File: config.mk
export PLATFORM = sky130hd
export DESIGN_NAME = ccr_chroma_regs
export DESIGN_NICKNAME = d
export VERILOG_FILES = /design/src/ccr_pkg.sv /design/src/ccr_chroma_regs.sv /design/src/ccr_delay_line.sv
export SDC_FILE = /design/constraint.sdc
export NUM_CORES = 1
export LEC_CHECK = 0
export ABC_AREA = 1
export BUFFER_PORTS_ARGS = -buffer_cell sky130_fd_sc_hd__clkbuf_2
export CAP_MARGIN = 20
export CORE_AREA = 5 5 216 218
export CTS_CLUSTER_SIZE = 14
export DETAILED_ROUTE_END_ITERATION = 8
export DIE_AREA = 0 0 221 223
export GPL_TIMING_DRIVEN = 1
export PLACE_DENSITY = 0.84
export SYNTH_ARGS = -nofsm -noshare
export SYNTH_HDL_FRONTEND = slang
export SYNTH_HIERARCHICAL = 1
export SYNTH_SLANG_ARGS = --single-unit
File: constraint.sdc
create_clock -name mclk -period 17.22 [get_ports mclk]
set_input_delay 1.722 -clock mclk [delete_from_list [all_inputs] [get_ports mclk]]
set_output_delay 1.722 -clock mclk [all_outputs]
set_load 0.02 [all_outputs]
File: src/ccr_pkg.sv
/*
 Chroma control register slice: shared constants and types.
 Assumes mclk acts as the line-locked clock and a 32-bit AXI4-Lite host.
*/
// Overview of operation
// - Detect 00 off, 01 presets filters and sharpness
// - Detect 10 presets filters, 11 no presets
// - Search always tries preferred standard first
// - Gain bit 7: 0 automatic, 1 programmed
// - Gain codes 0, 36, 127 give 0.5, 1.125, 7.5
// - Blue offset adds code quarter LSBs
// - Red offset adds code quarter LSBs
// - Bit 3: small or wide chroma bandwidth
// - Bandwidth field steps chroma up, luma down
// - Mode bit 7 forces colour on
// - Mode bit 6 inverts status output B
// - Hsync delayed 0..3 steps of two clocks
// - Mode bit 3 inverts status output A
// - Signed luma delay -4..+3, two-clock steps
// - Auto mode when either detect bit set
// - Inversion applies to any selected signal
`default_nettype none
package ccr_pkg;
  localparam int AXI_ADDR_W = 8;
  localparam logic [1:0] RESP_OKAY = 2'h0;
  localparam logic [1:0] RESP_SLVERR = 2'h2;
  // Register indexes; byte address is four times the index
  localparam logic [7:0] IDX_CHROMA_ONE = 8'h0E;
  localparam logic [7:0] IDX_GAIN = 8'h0F;
  localparam logic [7:0] IDX_CHROMA_TWO = 8'h10;
  localparam logic [7:0] IDX_MODE_DELAY = 8'h11;
  localparam logic [7:0] IDX_DETECT = 8'h14;
  // Reset values
  localparam logic [7:0] RST_CHROMA_ONE = 8'h02;
  localparam logic [7:0] RST_GAIN = 8'h24;
  localparam logic [7:0] RST_CHROMA_TWO = 8'h00;
  localparam logic [7:0] RST_MODE_DELAY = 8'h00;
  localparam logic [7:0] RST_DETECT = 8'h00;
  // Field positions
  localparam int B_COMB_EN = 0;
  localparam int B_AUTO_LO = 1;
  localparam int B_PREF_LSB = 4;
  localparam int B_AUTO_HI = 2;
  localparam int B_GAIN_MANUAL = 7;
  localparam int B_BLUE_OFS_LSB = 6;
  localparam int B_RED_OFS_LSB = 4;
  localparam int B_CHROMA_BW = 3;
  localparam int B_LCBW_LSB = 0;
  localparam int B_KILLER_OVR = 7;
  localparam int B_INV_B = 6;
  localparam int B_HDEL_LSB = 4;
  localparam int B_INV_A = 3;
  localparam int B_YDEL_LSB = 0;
  // Detection control codes
  localparam logic [1:0] DET_OFF = 2'h0;
  localparam logic [1:0] DET_PRESET_ALL = 2'h1;
  localparam logic [1:0] DET_PRESET_FILT = 2'h2;
  // Preferred standard codes in the search list
  localparam logic [2:0] STD_PAL_NTSC = 3'h0;
  localparam logic [2:0] STD_PAL_NTSCJ = 3'h4;
  localparam logic [2:0] STD_SECAM_NTSC = 3'h5;
  // Filter presets per detected standard
  localparam logic [2:0] PRESET_LCBW_PAL = 3'h2;
  localparam logic [2:0] PRESET_LCBW_NTSCJ = 3'h3;
  localparam logic [2:0] PRESET_LCBW_SECAM = 3'h1;
  localparam logic PRESET_WIDE_PAL = 1'b1;
  localparam logic PRESET_WIDE_NTSCJ = 1'b1;
  localparam logic PRESET_WIDE_SECAM = 1'b0;
  // Gain curve, output in units of 1/256
  localparam int GAIN_CODE_NOM = 36;
  localparam int GAIN_CODE_MAX = 127;
  localparam int GAIN_Q_MIN = 128;
  localparam int GAIN_Q_NOM = 288;
  localparam int GAIN_Q_MAX = 1920;
  // Timing in line-locked clock periods
  localparam int LLC_STEP_CYCLES = 2;
  localparam int LUMA_BASE_STEPS = 4;
  localparam int DELAY_DEPTH = 16;
  localparam int TAP_W = 4;

  typedef enum logic [2:0] {
    SRCH_IDLE = 3'b001,
    SRCH_PREF = 3'b010,
    SRCH_NEXT = 3'b100
  } ccr_srch_type;
endpackage
`default_nettype wire

File: src/ccr_chroma_regs.sv
/*
 Chroma control register bank with its AXI4-Lite slave.
 Assumes mclk is the line-locked clock and all inputs are synchronous.
*/
`timescale 1ns/1ns
`default_nettype none
module ccr_chroma_regs (
  input wire logic mclk, // Clock, 125 MHz
  input wire logic rst_n, // Async reset, active low
  input wire logic [ccr_pkg::AXI_ADDR_W-1:0] s_axi_awaddr, // Write address
  input wire logic [2:0] s_axi_awprot, // Unused
  input wire logic s_axi_awvalid, // Write address valid
  output logic s_axi_awready, // Write address ready
  input wire logic [31:0] s_axi_wdata, // Write data
  input wire logic [3:0] s_axi_wstrb, // Byte enables
  input wire logic s_axi_wvalid, // Write data valid
  output logic s_axi_wready, // Write data ready
  output logic [1:0] s_axi_bresp, // Write response
  output logic s_axi_bvalid, // Write response valid
  input wire logic s_axi_bready, // Write response ready
  input wire logic [ccr_pkg::AXI_ADDR_W-1:0] s_axi_araddr, // Read address
  input wire logic [2:0] s_axi_arprot, // Unused
  input wire logic s_axi_arvalid, // Read address valid
  output logic s_axi_arready, // Read address ready
  output logic [31:0] s_axi_rdata, // Read data
  output logic [1:0] s_axi_rresp, // Read response
  output logic s_axi_rvalid, // Read data valid
  input wire logic s_axi_rready, // Read data ready
  input wire logic stdSearchStart, // Pulse: begin standard search
  input wire logic stdMatch, // Pulse: candidate recognised
  input wire logic stdMiss, // Pulse: candidate rejected
  input wire logic [6:0] agcGainCode, // Gain code from AGC loop
  input wire logic [7:0] blueDiffIn, // B-Y sample
  input wire logic [7:0] redDiffIn, // R-Y sample
  input wire logic [7:0] lumaIn, // Luma sample
  input wire logic colourDetected, // Burst present
  input wire logic statusSrcA, // Signal selected for output A
  input wire logic statusSrcB, // Signal selected for output B
  input wire logic horizontalSyncIn, // Undelayed hsync
  output logic autoDetectOn, // Auto standard detection active
  output logic filterPresetOn, // Filters follow detected standard
  output logic sharpPresetOn, // Sharpness follows detected standard
  output logic stdSearching, // Search in progress
  output logic [2:0] stdCandidate, // Standard under test
  output logic stdValid, // Standard recognised
  output logic [2:0] stdDetected, // Recognised standard
  output logic combEnable, // Adaptive chroma comb on
  output logic gainManual, // Programmed gain in use
  output logic [11:0] chromaGainQ, // Gain in 1/256 units
  output logic [9:0] blueDiffOut, // B-Y with two fraction bits
  output logic [9:0] redDiffOut, // R-Y with two fraction bits
  output logic chromaWide, // Effective chroma bandwidth wide
  output logic [2:0] lumaChromaBw, // Effective combined bandwidth
  output logic colourOn, // Colour output enabled
  output logic status_out_a, // Real-time status A
  output logic status_out_b, // Real-time status B
  output logic horizontal_sync_pulse, // Delayed hsync
  output logic [7:0] lumaOut // Delay-compensated luma
);
  import ccr_pkg::*;

  typedef struct packed {
    logic [7:0] chroma_control_one;
    logic [7:0] chroma_gain_control;
    logic [7:0] chroma_control_two;
    logic [7:0] mode_delay_control;
    logic [7:0] detect_control;
    logic awHeld;
    logic [7:0] awIdx;
    logic wHeld;
    logic [7:0] wByte;
    logic wLane0;
    logic bValid;
    logic [1:0] bResp;
    logic rValid;
    logic [7:0] rByte;
    logic [1:0] rResp;
    ccr_srch_type srch;
    logic [2:0] cand;
    logic [2:0] det;
    logic detOk;
    logic [11:0] gainQ;
    logic [9:0] blueOut;
    logic [9:0] redOut;
    logic colour;
    logic outA;
    logic outB;
  } ccr_state_type;

  ccr_state_type st_ff, nxt_st;

  function automatic logic [7:0] addr_idx(input logic [AXI_ADDR_W-1:0] a);
    addr_idx = 8'(a[AXI_ADDR_W-1:2]);
  endfunction

  function automatic logic is_mapped(input logic [AXI_ADDR_W-1:0] a);
    logic [7:0] i;
    i = addr_idx(a);
    is_mapped = (a[1:0] == 2'h0) &&
                (i == IDX_CHROMA_ONE || i == IDX_GAIN || i == IDX_CHROMA_TWO ||
                 i == IDX_MODE_DELAY || i == IDX_DETECT);
  endfunction

  // Piecewise linear: 0 -> 0.5, 36 -> 1.125, 127 -> 7.5
  function automatic logic [11:0] gain_q(input logic [6:0] code);
    int c;
    int q;
    c = int'(code);
    if (c <= GAIN_CODE_NOM) begin
      q = GAIN_Q_MIN + (c * (GAIN_Q_NOM - GAIN_Q_MIN)) / GAIN_CODE_NOM;
    end else begin
      q = GAIN_Q_NOM + ((c - GAIN_CODE_NOM) * (GAIN_Q_MAX - GAIN_Q_NOM)) /
          (GAIN_CODE_MAX - GAIN_CODE_NOM);
    end
    gain_q = 12'(q);
  endfunction

  // Search list order after the preferred entry
  function automatic logic [2:0] next_std(input logic [2:0] s);
    case (s)
      STD_PAL_NTSC: next_std = STD_PAL_NTSCJ;
      STD_PAL_NTSCJ: next_std = STD_SECAM_NTSC;
      default: next_std = STD_PAL_NTSC;
    endcase
  endfunction

  logic [1:0] detMode;
  logic [2:0] prefStd;
  logic autoOn;
  logic presetFilt;
  logic doWrite;
  logic [7:0] wrIdx;
  logic [TAP_W-1:0] hsyncTap;
  logic [TAP_W-1:0] lumaTap;

  assign detMode = {st_ff.detect_control[B_AUTO_HI], st_ff.chroma_control_one[B_AUTO_LO]};
  assign prefStd = st_ff.chroma_control_one[B_PREF_LSB +: 3];
  assign autoOn = detMode != DET_OFF;
  assign presetFilt = st_ff.detOk &&
                      (detMode == DET_PRESET_ALL || detMode == DET_PRESET_FILT);

  assign s_axi_awready = !st_ff.awHeld && !st_ff.bValid;
  assign s_axi_wready = !st_ff.wHeld && !st_ff.bValid;
  assign s_axi_arready = !st_ff.rValid;
  assign doWrite = st_ff.awHeld && st_ff.wHeld && !st_ff.bValid;
  assign wrIdx = st_ff.awIdx;

  always_comb begin
    nxt_st = st_ff;

    // Write channel capture in either order
    if (s_axi_awvalid && s_axi_awready) begin
      nxt_st.awHeld = 1'b1;
      nxt_st.awIdx = is_mapped(s_axi_awaddr) ? addr_idx(s_axi_awaddr) : 8'hFF;
    end
    if (s_axi_wvalid && s_axi_wready) begin
      nxt_st.wHeld = 1'b1;
      nxt_st.wByte = s_axi_wdata[7:0];
      nxt_st.wLane0 = s_axi_wstrb[0];
    end

    // New values act from the next clock, no commit step
    if (doWrite) begin
      nxt_st.awHeld = 1'b0;
      nxt_st.wHeld = 1'b0;
      nxt_st.bValid = 1'b1;
      nxt_st.bResp = RESP_OKAY;
      if (st_ff.wLane0) begin
        case (wrIdx)
          IDX_CHROMA_ONE: nxt_st.chroma_control_one = st_ff.wByte;
          IDX_GAIN: nxt_st.chroma_gain_control = st_ff.wByte;
          IDX_CHROMA_TWO: nxt_st.chroma_control_two = st_ff.wByte;
          IDX_MODE_DELAY: nxt_st.mode_delay_control = st_ff.wByte;
          IDX_DETECT: nxt_st.detect_control = st_ff.wByte & (8'h01 << B_AUTO_HI);
          default: nxt_st.bResp = RESP_SLVERR;
        endcase
      end else if (wrIdx == 8'hFF) begin
        nxt_st.bResp = RESP_SLVERR;
      end
    end else if (st_ff.bValid && s_axi_bready) begin
      nxt_st.bValid = 1'b0;
    end

    // Read channel
    if (s_axi_arvalid && s_axi_arready) begin
      nxt_st.rValid = 1'b1;
      nxt_st.rResp = RESP_OKAY;
      nxt_st.rByte = 8'h00;
      if (!is_mapped(s_axi_araddr)) begin
        nxt_st.rResp = RESP_SLVERR;
      end else begin
        case (addr_idx(s_axi_araddr))
          IDX_CHROMA_ONE: nxt_st.rByte = st_ff.chroma_control_one;
          IDX_GAIN: nxt_st.rByte = st_ff.chroma_gain_control;
          IDX_CHROMA_TWO: nxt_st.rByte = st_ff.chroma_control_two;
          IDX_MODE_DELAY: nxt_st.rByte = st_ff.mode_delay_control;
          default: nxt_st.rByte = st_ff.detect_control;
        endcase
      end
    end else if (st_ff.rValid && s_axi_rready) begin
      nxt_st.rValid = 1'b0;
    end

    // Standard search, preferred entry tried first
    case (st_ff.srch)
      SRCH_IDLE: begin
        if (autoOn && stdSearchStart) begin
          nxt_st.srch = SRCH_PREF;
          nxt_st.cand = prefStd;
          nxt_st.detOk = 1'b0;
        end
      end
      SRCH_PREF, SRCH_NEXT: begin
        if (stdMatch) begin
          nxt_st.srch = SRCH_IDLE;
          nxt_st.det = st_ff.cand;
          nxt_st.detOk = 1'b1;
        end else if (stdMiss) begin
          nxt_st.srch = SRCH_NEXT;
          nxt_st.cand = next_std(st_ff.cand);
        end
      end
      default: begin
        nxt_st.srch = SRCH_IDLE;
      end
    endcase
    if (!autoOn) begin
      nxt_st.srch = SRCH_IDLE;
      nxt_st.detOk = 1'b0;
    end

    // Gain source select
    if (st_ff.chroma_gain_control[B_GAIN_MANUAL]) begin
      nxt_st.gainQ = gain_q(st_ff.chroma_gain_control[6:0]);
    end else begin
      nxt_st.gainQ = gain_q(agcGainCode);
    end

    // Fine colour-difference offsets in quarter LSBs
    nxt_st.blueOut = {blueDiffIn, 2'b00} |
                     10'(st_ff.chroma_control_two[B_BLUE_OFS_LSB +: 2]);
    nxt_st.redOut = {redDiffIn, 2'b00} |
                    10'(st_ff.chroma_control_two[B_RED_OFS_LSB +: 2]);

    nxt_st.colour = st_ff.mode_delay_control[B_KILLER_OVR] | colourDetected;
    nxt_st.outA = statusSrcA ^ st_ff.mode_delay_control[B_INV_A];
    nxt_st.outB = statusSrcB ^ st_ff.mode_delay_control[B_INV_B];
  end

  always_ff @(posedge mclk or negedge rst_n) begin
    if (!rst_n) begin
      st_ff <= '0;
      st_ff.chroma_control_one <= RST_CHROMA_ONE;
      st_ff.chroma_gain_control <= RST_GAIN;
      st_ff.chroma_control_two <= RST_CHROMA_TWO;
      st_ff.mode_delay_control <= RST_MODE_DELAY;
      st_ff.detect_control <= RST_DETECT;
      st_ff.srch <= SRCH_IDLE;
      st_ff.gainQ <= 12'(GAIN_Q_NOM);
    end else begin
      st_ff <= nxt_st;
    end
  end

  // Effective bandwidth: preset by standard or as programmed
  always_comb begin
    chromaWide = st_ff.chroma_control_two[B_CHROMA_BW];
    lumaChromaBw = st_ff.chroma_control_two[B_LCBW_LSB +: 3];
    if (presetFilt) begin
      case (st_ff.det)
        STD_PAL_NTSCJ: begin
          chromaWide = PRESET_WIDE_NTSCJ;
          lumaChromaBw = PRESET_LCBW_NTSCJ;
        end
        STD_SECAM_NTSC: begin
          chromaWide = PRESET_WIDE_SECAM;
          lumaChromaBw = PRESET_LCBW_SECAM;
        end
        default: begin
          chromaWide = PRESET_WIDE_PAL;
          lumaChromaBw = PRESET_LCBW_PAL;
        end
      endcase
    end
  end

  // Two-clock steps; luma sits at a base so negative codes fit
  assign hsyncTap = TAP_W'(int'(st_ff.mode_delay_control[B_HDEL_LSB +: 2]) *
                           LLC_STEP_CYCLES);
  assign lumaTap = TAP_W'((LUMA_BASE_STEPS +
                   int'($signed(st_ff.mode_delay_control[B_YDEL_LSB +: 3]))) *
                   LLC_STEP_CYCLES);

  ccr_delay_line #(.WIDTH(1), .DEPTH(DELAY_DEPTH)) hsyncDelay (
    .mclk(mclk),
    .rst_n(rst_n),
    .din(horizontalSyncIn),
    .tap(hsyncTap),
    .dout(horizontal_sync_pulse)
  );

  ccr_delay_line #(.WIDTH(8), .DEPTH(DELAY_DEPTH)) lumaDelay (
    .mclk(mclk),
    .rst_n(rst_n),
    .din(lumaIn),
    .tap(lumaTap),
    .dout(lumaOut)
  );

  assign s_axi_bvalid = st_ff.bValid;
  assign s_axi_bresp = st_ff.bResp;
  assign s_axi_rvalid = st_ff.rValid;
  assign s_axi_rresp = st_ff.rResp;
  assign s_axi_rdata = {24'h000000, st_ff.rByte};
  assign autoDetectOn = autoOn;
  assign filterPresetOn = presetFilt;
  assign sharpPresetOn = st_ff.detOk && detMode == DET_PRESET_ALL;
  assign stdSearching = st_ff.srch != SRCH_IDLE;
  assign stdCandidate = st_ff.cand;
  assign stdValid = st_ff.detOk;
  assign stdDetected = st_ff.det;
  assign combEnable = st_ff.chroma_control_one[B_COMB_EN];
  assign gainManual = st_ff.chroma_gain_control[B_GAIN_MANUAL];
  assign chromaGainQ = st_ff.gainQ;
  assign blueDiffOut = st_ff.blueOut;
  assign redDiffOut = st_ff.redOut;
  assign colourOn = st_ff.colour;
  assign status_out_a = st_ff.outA;
  assign status_out_b = st_ff.outB;
endmodule
`default_nettype wire

File: src/ccr_delay_line.sv
/*
 Variable tap delay line.
 Output is tap+1 clocks behind the input; tap below DEPTH.
*/
`timescale 1ns/1ns
`default_nettype none
module ccr_delay_line #(
  parameter int WIDTH = 1,
  parameter int DEPTH = ccr_pkg::DELAY_DEPTH
) (
  input wire logic mclk, // Clock
  input wire logic rst_n, // Async reset, active low
  input wire logic [WIDTH-1:0] din, // Sample in
  input wire logic [ccr_pkg::TAP_W-1:0] tap, // Extra delay in clocks
  output logic [WIDTH-1:0] dout // Delayed sample
);
  import ccr_pkg::*;

  typedef struct packed {
    logic [DEPTH-1:0][WIDTH-1:0] sr;
    logic [WIDTH-1:0] out;
  } ccr_dl_type;

  ccr_dl_type st_ff, nxt_st;

  always_comb begin
    nxt_st = st_ff;
    nxt_st.sr = {st_ff.sr[DEPTH-2:0], din};
    if (tap == '0) begin
      nxt_st.out = din;
    end else begin
      nxt_st.out = st_ff.sr[tap - 1'b1];
    end
  end

  always_ff @(posedge mclk or negedge rst_n) begin
    if (!rst_n) begin
      st_ff <= '0;
    end else begin
      st_ff <= nxt_st;
    end
  end

  assign dout = st_ff.out;
endmodule
`default_nettype wire

==> summary.txt <==
Die width -> 221 um
Startpoint types -> input port
Clock Sinks -> 261
Finished Cell Area -> 28,400 um^2
Wirelength per Cell -> 12.8 um
Flops & latches, synth -> 261
Reg2reg end -> chromaGainQ[6]
Worst Path Required -> 17,610 ps
Placed Cells -> 4,679
Setup WS post-layout -> 1340 ps
Post-Place Cell Area -> 27,100 um^2
Yosys warns -> 6
Max Cap Violations -> 0
Place WS -> 67.6 ps
CTS root buffer -> clkbuf_16
Flop2flop setup slack -> 1430 ps
Synth Instances -> 4,025
Most frequent cell on the critical path -> nand2_1
Initial DRC Count -> 1,687
Final core occ -> 0.635
Layout cells sized above 1 -> 0.154
Final Hold Fails -> 0
Cell Rows -> 78
Count of input and output buffers -> 145
GRT Total Usage -> 0.235
Hold Crit Class -> reg2reg
CTS Buf Count -> 26
Final ANT Viol Nets -> 0
Async SR Flop Fraction -> 1.00
Top_reg_cell synth -> dfrtp_1
First-pass GRT wire length -> 103,000 um
Worst reg2reg path depth -> 118
Cell Area, Synth -> 26,400 um^2
Syn avg cell area -> 6.57 um^2
Post-DP HPWL -> 46,800 um
Finish-stage setup viols -> 0
Critical Path End Type -> register
DIE HEIGHT -> 223 um
Critical Path AT -> 16,270 ps
EDFF count, synth -> 0
Final GP Congestion -> 0.898
Core ar. -> 44,700 um^2
CP peak stage delay -> 510 ps
Starting density of the core -> 0.591
Crit path time final -> 15,880 ps
Non-Filler Instances -> 4,753
Worst-margin pin slew -> 1100 ps
Routed via count -> 24,800
Area Growth Syn to Fin -> 7.32%
Final worst-path cycle share -> 0.922
Max Slew Vio Count -> 0
Max Freq -> 63.0 MHz
Routed wire length -> 60,600 um
CTS tree -> done
Via density -> 5.21
Pre-Repair DR Iteration Count -> 6
Crit path launch -> agcGainCode[2]
# fillers -> 4,064
Crit-path max FO -> 14
Clock Pin Slew Worst Setup and Hold Paths -> 70 ps
Die area -> 49,300 um^2
# IOs -> 205
Longest Clk Path Bufs -> 3
Critical path class -> in2reg
Critical R2R Launch -> st_ff[104]
CTS H-tree depth -> 1
Sequential area share after synthesis -> 0.247
Final #Nets -> 4,380
Clock skew -> 14.8 ps
Vias in the first global route -> 22,800
Clk_lat worst skew -> 530 ps
CP max stage cell -> fa_1
Initial antenna violation count -> 1
Drc violations -> 0
Total gr overflow -> 0
Largest net degree at the start of global routing -> 111
Post-synth cell types -> 70
Worst relative slew slack -> 0.267
CP Capture Point -> chromaGainQ[6]
Status -> complete, no violations
==> cells in the final DEF (no fill, tap or decap), types with 16 or more instances in the layout <==
cell and count:
xor2_1 108, o21ai_1 39, fa_1 26, inv_1 604, nand3_4 16, ha_1 115
a21oi_1 75, nand3_1 429, nor2_1 277, clkbuf_2 144, nand2_4 45, clkbuf_16 27
inv_2 64, xnor2_1 23, conb_1 32, nand2_1 1185, nand4_1 73, o21ai_0 117
buf_4 33, nor2_2 34, nor3_1 27, dfrtp_1 255, nand3_2 44, nand2_2 134
==> kinds of logic (layout without fill, tap and decap cells) <==
family / Yosys count / in the layout / synth area share
flops: 261 / 261 / 0.247
other cells: 1 / 33 / 0.000142
xor+xnor: 136 / 136 / 0.0465
fa+ha+maj: 144 / 144 / 0.0755
compound gates: 330 / 331 / 0.0754
buf+inv: 823 / 917 / 0.137
simple gates: 2330 / 2331 / 0.418
==> Yosys cell counts, types with 7 or more instances <==
cell type / number / area share
nor2_1: 279 / 0.040
a31oi_1: 9 / 0.0021
ha_1: 118 / 0.056
fa_1: 26 / 0.020
nor2_2: 33 / 0.0078
clkinv_1: 11 / 0.0016
xnor2_1: 23 / 0.0076
buf_4: 85 / 0.024
nor4_1: 11 / 0.0026
xor2_1: 108 / 0.036
o21ai_1: 37 / 0.0070
dfrtp_1: 255 / 0.24
nand3b_1: 12 / 0.0034
nor2_4: 13 / 0.0055
nand3_1: 429 / 0.081
nand3_4: 15 / 0.0099
inv_2: 64 / 0.0091
or2_2: 8 / 0.0019
clkbuf_1: 12 / 0.0017
a221oi_1: 9 / 0.0030
nand2_1: 1188 / 0.17
inv_1: 605 / 0.086
nand4_1: 73 / 0.017
a22oi_1: 9 / 0.0026
o21ai_0: 119 / 0.023
a21oi_4: 7 / 0.0043
buf_2: 17 / 0.0032
a21oi_2: 8 / 0.0027
nand3_2: 45 / 0.017
a21oi_1: 75 / 0.014
nand2_2: 134 / 0.032
nor3_1: 28 / 0.0053
nand2_4: 45 / 0.019
buf_6: 18 / 0.0077
==> area by class of cell <==
type                            count  area [um^2]  area share
Antenna cell                        1         2.50   0.0000882
Clock buffer                       39          781      0.0275
Clock inverter                      8         96.3     0.00340
Inverter                          689         2620      0.0922
Multi-Input combinational cell   2974        16500       0.583
Sequential cell                   261         6540       0.230
Tap cell                          600          751      0.0265
Timing Repair Buffer              181         1050      0.0370
==> routing by layer <==
layer	vias up	GRT usage	share of wire
met3	100	0.0164	0.041
met4	2	0.0548	0.023
met5	-	0	0.00020
met2	571	0.421	0.49
li1	12800	-	-
met1	11300	0.312	0.45
==> state kept, by name, indices dropped and copies added (netlist names), 7 cells and up <==
register / cells
redDiffOut: 10
lumaDelay/nxt_st: 120
s_axi_rdata: 8
lumaDelay/dout: 8
hsyncDelay/nxt_st: 15
lumaDelay/st_ff: 8
chromaGainQ: 12
blueDiffOut: 10
wrIdx: 7
st_ff: 40
==> worst min path at each step <==
| stage | from | endpoint | slack (ps) | depth (start not counted) |
|---|---|---|---|---|
| 2_1_floorplan | hsyncDelay/nxt_st[10] | hsyncDelay/nxt_st[11] | 350 | 0 |
| 3_3_place_gp | lumaDelay/nxt_st[48] | lumaDelay/nxt_st[56] | 360 | 0 |
| 3_5_place_dp | lumaDelay/nxt_st[129] | lumaDelay/st_ff[129] | 360 | 0 |
| 4_1_cts | lumaDelay/nxt_st[52] | lumaDelay/nxt_st[60] | 360 | 0 |
| 5_1_grt | lumaDelay/nxt_st[52] | lumaDelay/nxt_st[60] | 370 | 0 |
| 6_report | lumaDelay/nxt_st[122] | lumaDelay/nxt_st[130] | 360 | 0 |
==> through the flow <==
step,setup TNS (ps),hold slack (ps)
floorplan,0,354
global placement,0,356
detailed placement,0,358
CTS,0,362
global route,-1.92,371
finish,0,360
==> what timing repair did <==
action	CTS	global route
buffers inserted	0	22
hold buffers	0	0
setup endpoints to repair	0	11
resized for setup	0	28
==> worst max-delay path: cells and delay by family <==
family          cells  cell delay (ps)
compound gates      5             1010
simple gates       76             8210
buf+inv            15             1400
fa+ha+maj          13             3660
xor+xnor            1              210
Power is not shown: default switching activity piles up to over one toggle a cycle in this logic, so the estimate is an artifact.
